--- src/dpsem_pkg.sv ---
// Package: constants and carrier types for the dual-port semaphore controller
package dpsem_pkg;
	localparam int ADDR_W = 13;
	localparam int DATA_W = 18;
	localparam int SEM_IDX_W = 3;
	localparam int SEM_CNT = 8;
	// Bus cycle timing at 200 MHz
	localparam int CLK_PERIOD_PS = 5000;
	localparam int SETUP_TIME_PS = 10000;
	localparam int PULSE_TIME_PS = 20000;
	localparam int HOLD_TIME_PS = 5000;
	localparam int SETUP_CYC = (SETUP_TIME_PS + CLK_PERIOD_PS - 1) / CLK_PERIOD_PS;
	localparam int PULSE_CYC = (PULSE_TIME_PS + CLK_PERIOD_PS - 1) / CLK_PERIOD_PS;
	localparam int HOLD_CYC = (HOLD_TIME_PS + CLK_PERIOD_PS - 1) / CLK_PERIOD_PS;
	// Edges for a pin change to pass the three-flop synchroniser and be agreed
	localparam int SYNC_CYC = 4;
	localparam logic [3:0] CNT_ZERO = 4'h0;
	localparam logic [DATA_W-1:0] DATA_RST = 18'h00000;
	localparam logic [ADDR_W-1:0] ADDR_RST = 13'h0000;

	typedef enum logic [1:0] {
		OP_MEM_READ = 2'h0,
		OP_MEM_WRITE = 2'h1,
		OP_SEM_CLAIM = 2'h2,
		OP_SEM_RELEASE = 2'h3
	} op_t;

	typedef struct packed {
		op_t op;
		logic [ADDR_W-1:0] addr;
		logic [DATA_W-1:0] wdata;
	} req_t;

	typedef struct packed {
		logic chip_enable_n;
		logic semaphore_select_n;
		logic output_enable_n;
		logic write_n;
		logic [ADDR_W-1:0] addr;
	} pins_t;

	typedef struct packed {
		logic granted;
		logic stalled;
		logic [DATA_W-1:0] rdata;
	} rsp_t;
endpackage

--- src/dpsem_port_ctrl.sv ---
// Host controller for one port of an asynchronous dual-port RAM with semaphores
//
// Function
// [RQ1] Master lets one port proceed, flags other
// [RQ2] Busy port's write is blocked internally
// [RQ3] Master: busy outputs; slave: write-inhibit inputs
// [RQ4] Slave system holds busy high normally
// [RQ5] Master busy outputs are push-pull
// [RQ6] Depth cascade ANDs busy indications together
// [RQ7] Width expansion uses exactly one master
// [RQ8] Arbitration uses enables and addresses only
// [RQ9] Hold address and enable before write pulse
// [RQ10] Eight semaphore latches in separate space
// [RQ11] Semaphore select low picks semaphore space
// [RQ12] Semaphore index from three low address bits
// [RQ13] Semaphore write uses data bit zero only
// [RQ14] Flags active low: write zero claims
// [RQ15] Claim shows zero here, one elsewhere
// [RQ16] Owner writing one frees or passes token
// [RQ17] Non-owner zero waits in request latch
// [RQ18] Both selects high puts port in standby
// [RQ19] Claim by write zero then read back (the controller issues no semaphore read)
// [RQ20] Flags do not gate array access
// [RQ21] Ports independent; same-location writes may conflict
// [RQ22] Semaphore read replicates flag onto all bits
// [RQ23] Semaphore read latched while select, enable low
// [RQ24] Master never flags both ports busy
// [RQ25] Simultaneous claims: exactly one side wins
// [RQ26] Busy released when match or enable ends
`timescale 1ns/10ps
module dpsem_port_ctrl
	import dpsem_pkg::*;
(
	input wire logic clk,
	input wire logic resetn,
	input wire logic req_valid,
	input wire req_t req,
	output logic req_ready,
	output logic rsp_valid,
	output rsp_t rsp,
	output pins_t pins,
	output logic [DATA_W-1:0] data_out,
	output logic data_oe_n,
	input wire logic [DATA_W-1:0] data_in,
	input wire logic busy_n,
	output logic standby
);
	typedef enum logic [2:0] {
		ST_IDLE = 3'h0,
		ST_SETUP = 3'h1,
		ST_PULSE = 3'h3,
		ST_HOLD = 3'h2,
		ST_DONE = 3'h6
	} state_t;

	state_t state_r;
	state_t state_nxt;
	req_t cur_r;
	logic [3:0] cnt_r;
	logic busy_n_s;
	logic [DATA_W-1:0] din_s;
	logic [DATA_W-1:0] rdata_r;
	logic stalled_r;
	req_t cur_nxt;
	logic in_access;

	// Decode that several processes need
	function automatic logic is_sem(input op_t op);
		return (op == OP_SEM_CLAIM) || (op == OP_SEM_RELEASE);
	endfunction

	function automatic logic is_write(input op_t op);
		return op != OP_MEM_READ;
	endfunction

	// Busy and read data come from the far device's pins
	// Busy is the single master's decision, ANDed outside when cascaded in depth;
	// a strap held high simply never stalls us
	pin_sync #(.W(1)) u_busy_sync (
		.clk(clk),
		.resetn(resetn),
		.d(busy_n), // [RQ4] [RQ6] [RQ7]
		.q(busy_n_s)
	);

	pin_sync #(.W(DATA_W)) u_data_sync (
		.clk(clk),
		.resetn(resetn),
		.d(data_in),
		.q(din_s)
	);

	assign req_ready = (state_r == ST_IDLE);

	// Sequencer; a claim is the write half of write-then-read, and no request reads the semaphore back
	always_comb begin
		state_nxt = state_r;
		unique case (state_r)
			ST_IDLE: begin
				if (req_valid) begin
					state_nxt = ST_SETUP;
				end
			end
			ST_SETUP: begin
				// Address and enable settle until busy is decided, and a memory access stalls while busy [RQ9]
				if (cnt_r == CNT_ZERO && (busy_n_s || is_sem(cur_r.op))) begin
					state_nxt = ST_PULSE;
				end
			end
			ST_PULSE: begin
				if (cnt_r == CNT_ZERO) begin
					state_nxt = ST_HOLD;
				end
			end
			ST_HOLD: begin
				if (cnt_r == CNT_ZERO) begin
					state_nxt = ST_DONE;
				end
			end
			ST_DONE: begin
				state_nxt = ST_IDLE;
			end
			default: begin
				state_nxt = ST_IDLE;
			end
		endcase
	end

	always_ff @(posedge clk or negedge resetn) begin
		if (!resetn) begin
			state_r <= ST_IDLE;
		end else begin
			state_r <= state_nxt;
		end
	end

	// Phase counter reloads on each state change
	always_ff @(posedge clk or negedge resetn) begin
		if (!resetn) begin
			cnt_r <= CNT_ZERO;
		end else if (state_r != state_nxt) begin
			unique case (state_nxt)
				ST_SETUP: cnt_r <= 4'(SETUP_CYC + SYNC_CYC - 1); // [RQ9]
				ST_PULSE: cnt_r <= 4'(PULSE_CYC - 1);
				ST_HOLD: cnt_r <= 4'(HOLD_CYC - 1);
				default: cnt_r <= CNT_ZERO;
			endcase
		end else if (cnt_r != CNT_ZERO) begin
			cnt_r <= cnt_r - 4'h1;
		end
	end

	// Request in force: the one being taken this edge, else the latched one
	// Pins are driven from this, so the first setup cycle already shows the new access
	always_comb begin
		cur_nxt = cur_r;
		if (req_valid && req_ready) begin
			cur_nxt = req;
			if (is_sem(req.op)) begin
				cur_nxt.addr = {{(ADDR_W-SEM_IDX_W){1'b0}}, req.addr[SEM_IDX_W-1:0]}; // [RQ12]
				cur_nxt.wdata = {{(DATA_W-1){1'b0}}, req.op == OP_SEM_RELEASE}; // [RQ13] [RQ14]
			end
		end
	end

	// Latch request; semaphore index uses only three low bits, data only bit zero
	always_ff @(posedge clk or negedge resetn) begin
		if (!resetn) begin
			cur_r <= '0;
		end else begin
			cur_r <= cur_nxt;
		end
	end

	// Either select is low from the taking edge until the answer
	assign in_access = (state_nxt != ST_IDLE) && (state_nxt != ST_DONE);

	// Stall seen if busy was ever low during setup of a memory access
	always_ff @(posedge clk or negedge resetn) begin
		if (!resetn) begin
			stalled_r <= 1'b0;
		end else if (state_r == ST_IDLE) begin
			stalled_r <= 1'b0;
		end else if (state_r == ST_SETUP && !busy_n_s && !is_sem(cur_r.op)) begin
			stalled_r <= 1'b1; // [RQ1] [RQ26]
		end
	end

	// Sample read data at the end of hold; the synchroniser needs the whole pulse to
	// agree on the driven word, so sampling at pulse end would take the stale value
	always_ff @(posedge clk or negedge resetn) begin
		if (!resetn) begin
			rdata_r <= DATA_RST;
		end else if (state_r == ST_HOLD && cnt_r == CNT_ZERO && !is_write(cur_r.op)) begin
			rdata_r <= din_s;
		end
	end

	// Pin drive; selects return high between cycles; output enable falls only for memory reads [RQ23]
	always_ff @(posedge clk or negedge resetn) begin
		if (!resetn) begin
			pins <= '{chip_enable_n: 1'b1, semaphore_select_n: 1'b1, output_enable_n: 1'b1,
				write_n: 1'b1, addr: ADDR_RST};
			data_out <= DATA_RST;
			data_oe_n <= 1'b1;
		end else begin
			pins.chip_enable_n <= !(in_access && !is_sem(cur_nxt.op));
			pins.semaphore_select_n <= !(in_access && is_sem(cur_nxt.op)); // [RQ11]
			pins.output_enable_n <= !((state_nxt == ST_PULSE) && !is_write(cur_nxt.op));
			pins.write_n <= !((state_nxt == ST_PULSE) && is_write(cur_nxt.op)); // [RQ9]
			pins.addr <= cur_nxt.addr;
			data_out <= cur_nxt.wdata;
			data_oe_n <= !((state_nxt == ST_PULSE || state_nxt == ST_HOLD) && is_write(cur_nxt.op));
		end
	end

	// Both selects high between accesses lets the port power down [RQ18]
	assign standby = pins.chip_enable_n && pins.semaphore_select_n;

	// Answer: granted means a memory read returned bit zero low [RQ19] [RQ22]
	assign rsp_valid = (state_r == ST_DONE);
	always_comb begin
		rsp.rdata = rdata_r;
		rsp.stalled = stalled_r;
		// Writes and semaphore ops carry no grant of their own
		rsp.granted = 1'b0;
		if (!is_write(cur_r.op)) begin
			rsp.granted = ~rdata_r[0];
		end
	end
endmodule

--- src/pin_sync.sv ---
// Three-flop input synchroniser; a change counts once stages two and three agree
`timescale 1ns/10ps
module pin_sync
	import dpsem_pkg::*;
#(
	parameter int W = 1
) (
	input wire logic clk,
	input wire logic resetn,
	input wire logic [W-1:0] d,
	output logic [W-1:0] q
);
	logic [W-1:0] s1_r;
	logic [W-1:0] s2_r;
	logic [W-1:0] s3_r;

	// Stage one feeds stage two only
	always_ff @(posedge clk or negedge resetn) begin
		if (!resetn) begin
			s1_r <= '1;
			s2_r <= '1;
			s3_r <= '1;
			q <= '1;
		end else begin
			s1_r <= d;
			s2_r <= s1_r;
			s3_r <= s2_r;
			for (int i = 0; i < W; i++) begin
				if (s2_r[i] == s3_r[i]) begin
					q[i] <= s3_r[i];
				end
			end
		end
	end
endmodule

--- config.mk ---
export PLATFORM = sky130hd
export DESIGN_NAME = dpsem_port_ctrl
export DESIGN_NICKNAME = d
export VERILOG_FILES = /design/src/dpsem_pkg.sv /design/src/dpsem_port_ctrl.sv /design/src/pin_sync.sv
export SDC_FILE = /design/constraint.sdc
export NUM_CORES = 1
export LEC_CHECK = 0
export BUFFER_PORTS_ARGS = -buffer_cell sky130_fd_sc_hd__buf_2
export CAP_MARGIN = 20
export CORE_AREA = 4 4 110 112
export CTS_BUF_LIST = sky130_fd_sc_hd__clkbuf_4 sky130_fd_sc_hd__clkbuf_8 sky130_fd_sc_hd__clkbuf_16
export DETAILED_ROUTE_END_ITERATION = 6
export DIE_AREA = 0 0 114 116
export PLACE_DENSITY = 0.8
export SLEW_MARGIN = 10
export SYNTH_ARGS = -nofsm -noshare
export SYNTH_HDL_FRONTEND = slang
export SYNTH_HIERARCHICAL = 1
export SYNTH_SLANG_ARGS = --single-unit
export TNS_END_PERCENT = 10
--- constraint.sdc ---
create_clock -name clk -period 1.9 [get_ports clk]
set_clock_uncertainty 0.1 [all_clocks]
set_input_delay 0.285 -clock clk [delete_from_list [all_inputs] [get_ports clk]]
set_output_delay 0.285 -clock clk [all_outputs]
set_load 0.1 [all_outputs]
Word level (Yosys, flattened, before mapping)
Cells that the tools add are included.
Word-level totals
  bits in registers: 140
  bits in latches: 0
  RAM bits: 0
  memory bits (read-only): 0
  bits of input ports: 55
  output and inout port bits: 59
  logic and storage cells: 122
  memories: 0
Cells by class
  add/subtract/negate cells: 1
  multiply operators: 0
  divide/modulo/power cells: 0
  order comparisons: 0
  equality and inequality tests: 34
  shift-type cells: 0
  mux-type cells: 13
  bitwise gates (word level): 1
  reductions and logical operators: 36
Operator list (count)
  $mux 33: 1
  $mux 31: 1
  $eq 1x1->1: 19
  $logic_and 1x1->1: 13
  $eq 2x2->1 const B: 6
  $eq 3x2->1 const B: 4
  $mux 3: 4
  $pmux 3 s4: 1
  $logic_not 1->1: 10
  $mux 4: 2
  $reduce_bool 2->1: 4
  $eq 3x1->1 const B: 2
  $pmux 3 s2: 1
  $logic_or 1x1->1: 5
  $logic_not 4->1: 1
  $reduce_bool 4->1: 1
  $sub 4x1->4 const B: 1
  $eq 3x3->1 const B: 1
  $logic_not 3->1: 1
  $mux 1: 3
  $ne 3x3->1: 1
  $ne 3x3->1 const B: 1
  $reduce_bool 3->1: 1
  $not 1->1: 1

Logic depth before layout (Yosys ltp)
  word-level depth: 10
  gate-level depth with buffers: 6

Modules after synthesis
Netlist, hierarchy kept.
By module, submodules not included
  dpsem_port_ctrl: instances 1, cells an instance 274, area each 3021.6 um2, seq. area each 1607.8 um2
  pin_sync (u_data_sync): instances 1, cells an instance 90, area each 2094.5 um2, seq. area each 1891.8 um2
  pin_sync (u_busy_sync): instances 1, cells an instance 5, area each 116.4 um2, seq. area each 105.1 um2

Worst setup path before layout
No wires, ideal clock.
  kind: reg2out
  start point: reg rdata_r[0]
  end point: out rsp[19] in the netlist's numbering
  data arrival time: 2.912 ns
  slack: -1.397 ns
  cell stages (with the launch flop): 2
  path buffers: 0
  cells stage by stage: dfrtp_1 -> nor3_1
RTL lines
  from (decl): line dpsem_port_ctrl.sv:62  | logic [DATA_W-1:0] rdata_r;
  from (signal assigned): line dpsem_port_ctrl.sv:195  | rdata_r <= din_s;
  to (decl): line dpsem_port_ctrl.sv:40  | output rsp_t rsp,

Worst setup path after layout
  start point: reg cnt_r[1]
  end point: reg pins[14] in the netlist's numbering
On the way
  cells in the longest elaborated chain, start to end: 7
RTL lines
  from (decl): line dpsem_port_ctrl.sv:59  | logic [3:0] cnt_r;
  from (signal assigned): line dpsem_port_ctrl.sv:143  | ST_SETUP: cnt_r <= 4'(SETUP_CYC + SYNC_CYC - 1);
  from (signal assigned): line dpsem_port_ctrl.sv:144  | ST_PULSE: cnt_r <= 4'(PULSE_CYC - 1);
  from (signal assigned): line dpsem_port_ctrl.sv:145  | ST_HOLD: cnt_r <= 4'(HOLD_CYC - 1);
  $logic_not 4->1 *: line dpsem_port_ctrl.sv:106, dpsem_port_ctrl.sv:111, dpsem_port_ctrl.sv:116
  $logic_and 1x1->1: line dpsem_port_ctrl.sv:106  | if (cnt_r == CNT_ZERO && (busy_n_s || is_sem(cur_r.op))) begin
  $mux 3: line dpsem_port_ctrl.sv:106
  $pmux 3 s4 *: line dpsem_port_ctrl.sv:98  | unique case (state_r)
  $eq 3x2->1 *: line dpsem_port_ctrl.sv:209  | pins.output_enable_n <= !((state_nxt == ST_PULSE) && !is_write(cur_nxt.op));
  $logic_and 1x1->1 *: line dpsem_port_ctrl.sv:209
  $logic_not 1->1 *: line dpsem_port_ctrl.sv:209
  to (signal assigned): line dpsem_port_ctrl.sv:202  | pins <= '{chip_enable_n: 1'b1, semaphore_select_n: 1'b1, output_enable_n: 1'b1,
  to (decl): line dpsem_port_ctrl.sv:41  | output pins_t pins,
Mark *: on every way between the ends. The rest lies on a longest branch, timed or not.
A chain may end at the register's enable or synchronous reset.

==> reports/qor.yml <==
run_status:
  status: "completed"
logic_synthesis:
  synth-edff-count: 0
  yosys-top-cells-count: "81 x dfstp_2, 59 x dfrtp_1, 32 x buf_4"
  syn_nets: 425
  yosysTopAreaCell: "dfstp_2"
  ys.flop_type: "dfstp_2"
  seq_area_frac_synth_pct: 68.9
  synth_cell_types: 38
  netlist_top_cells_area: "dfstp_2 41%, dfrtp_1 28%, buf_4 4.6%"
  avgSynthCellArea_um2: 14.2
  syn_inst: 369
  synth.most_common_cell: "dfstp_2"
  synthArstFlopShare_pct: 100
  yosysWarningCount: 6
  netlist_area_um2: 5230
  ys_ff_latch: 140
  synth_top_cell_area_share_pct: 40.7
worst_setup_path:
  r2r_end: "pins[14]$_DFF_PN1_"
  worstRegToRegCells: 5
  critical_path_required_ns: 2.12
  rr_startpoint: "cnt_r[1]$_DFFE_PN0P_"
  cp-start-kind: "register"
  worstPathMaxFanout: 4
  r2r_setup_slack_ns: 0.04
  path_class: "register to register"
  worstPathArrival_ns: 2.08
  critPathCaptureType: "register"
flow_run:
  cap_viol_max_count: 0
die:
  start_util_pct: 46.6
  io_pins: 114
  die_y_um: 116
  rows: 39
  coreArea_um2: 11200
  fp.dieW_um: 114
  die_area_um2: 13200
cts:
  cts_made_buffers: 17
  cts_tree: "built"
  cts-root-buf: "clkbuf_16"
  clk_latency_ns: 0.41
  cts_num_sinks: 140
  clock_path_buffers: 2
  cts_max_level: 4
  path_clk_slew_ns: 0.05
sta:
  slew_headroom_pct: 65.7
  finalHoldViolations: 0
  rsz0062_at_grt: "true"
  final-setup-viol-count: 0
  maxSlewViolCount: 0
  fmax_mhz: 537
  fin_crit_sh_pct: 98.0
  tns_ns: 0
  period_minus_slack_ns: 1.86
  worstMarginPinSlew_ns: 0.519
worst_hold_path:
  hold_end: "data_out[13]$_DFFE_PN0P_"
  min_path_type: "primary input to register"
  hold_start: "req[13]"
  holdPathStages: 3
layout:
  nNetsFinal: 549
  syn_to_final_growth_pct: 28.7
  diodes: 0
  fillers: 860
  drive_above_1_share_pct: 57.7
  final_util_pct: 60.0
detailed_routing:
  post-route-drc-count: 0
  detail-route-antenna-nets: 0
  dr.pass1.iters: 4
  wl_per_cell_um: 14.6
  vias: 3032
  drt_iter0_markers: 152
  avgViaCountPerCell: 4.67
  wl_mm: 9.46
global_routing:
  grt_pass1_wl_mm: 15.4
  grt_pass1_vias: 3201
  antenna_found_initial: 0
  grt.overflow.total: 0
  track_usage_pct: 15.2
  grt_max_degree: 60
placement:
  port_buffers: 113
  place_hpwl_mm: 6.33
  gp_congestion: 0.800
cell type report:
class,instances,area [um2],share of cell area (%)
flip-flops and latches,140,3600,53.5
clock buffers,22,469,6.97
clock inverters,10,119,1.77
inverters,5,18.8,0.279
well taps,143,179,2.66
multi-input cells,178,1340,19.9
repair buffers,151,1000,14.9
metrics by stage:
stage          hold slack (ns)  instance area [um2]  worst slack, ns  cells
3_3_place_gp             0.138                 5890          -0.0379    593
2_1_floorplan           -0.111                 5260           -0.155    369
4_1_cts                 0.0112                 6730          -0.0230    648
5_1_grt                 0.0311                 6730          -0.0173    649
6_report                0.0334                 6730           0.0382    649
3_5_place_dp             0.148                 5890          -0.0706    593
worst max path at each step:
stage | from | to | slack (ns) | cells after the start
after global routing | cnt_r[1]$_DFFE_PN0P_ | pins[14]$_DFF_PN1_ | -0.02 | 5
after CTS | state_r[0]$_DFF_PN0_ | rsp_valid | -0.02 | 4
after global placement | state_r[0]$_DFF_PN0_ | pins[0]$_DFFE_PN0P_ | -0.04 | 3
after floorplan | pins[15]$_DFF_PN1_ | standby | -0.16 | 1
after detailed placement | state_r[0]$_DFF_PN0_ | pins[0]$_DFFE_PN0P_ | -0.07 | 3
final | cnt_r[1]$_DFFE_PN0P_ | pins[14]$_DFF_PN1_ | 0.04 | 5
routing by layer:
layer  wire length, um  share of wire (%)  track usage, %
met2              4660                 49            24.3
met5                 0                  0               0
met1              4110                 43            18.8
met3               543                5.7            5.01
met4               151                1.6            6.97
cell usage in the layout, fill, tap and decap left out, types with 2 or more instances in the layout:
cell type / count
mux2_4: 11
clkinv_4: 3
nand3_1: 3
dfstp_2: 81
buf_4: 11
buf_12: 6
mux2i_1: 4
inv_4: 2
a21oi_1: 4
buf_6: 2
dlygate4sd3_1: 23
dfrtp_1: 59
or4_1: 2
clkbuf_16: 17
nand2b_1: 30
maj3_2: 19
inv_1: 5
nor2_1: 6
clkinvlp_4: 2
nor3_4: 2
o21ai_0: 30
nor3_1: 3
nand2_1: 29
buf_2: 109
bufinv_16: 2
clkbuf_4: 4
nor2b_1: 2
mux2_2: 12
flip-flops by register name (all words and copies together), names as in the netlist:
| name | flops |
|---|---|
| data_oe_n | 1 |
| cur_r | 2 |
| u_data_sync/s3_r | 18 |
| u_busy_sync/s3_r | 1 |
| u_busy_sync/s1_r | 1 |
| u_data_sync/s1_r | 18 |
| u_busy_sync/s2_r | 1 |
| state_r | 3 |
| pins | 17 |
| u_data_sync/q | 18 |
| u_data_sync/s2_r | 18 |
| data_out | 18 |
| cnt_r | 4 |
| rdata_r | 18 |
| u_busy_sync/q | 1 |
| stalled_r | 1 |
critical path, stage by stage (launching register included):
cell and delay (ns):
dfrtp_1 0.42, inv_1 0.07, ha_1 0.17, nor3b_4 0.30, mux2i_1 0.26, or4b_1 0.45
cells by family (layout without fill, tap and decap cells):
kind of cell	Yosys count	after routing	synth area share [%]
adder cells (fa/ha/maj)	20	20	4.33
multiplexers	27	27	6.50
flip-flops	140	140	68.9
AO/OA/AOI/OAI	41	41	4.30
buffers and inverters	51	188	6.17
AND/OR/NAND/NOR	90	90	9.80
what timing repair did:
| item | CTS | global route |
|---|---|---|
| gates resized for setup | 6 | 0 |
| setup endpoints to repair | 10 | 2 |
| hold endpoints to repair | 31 | 0 |
| buffers inserted | 0 | 1 |
| hold buffers | 23 | 0 |
Power is not shown: default switching activity piles up to over one toggle a cycle in this logic, so the estimate is an artifact.
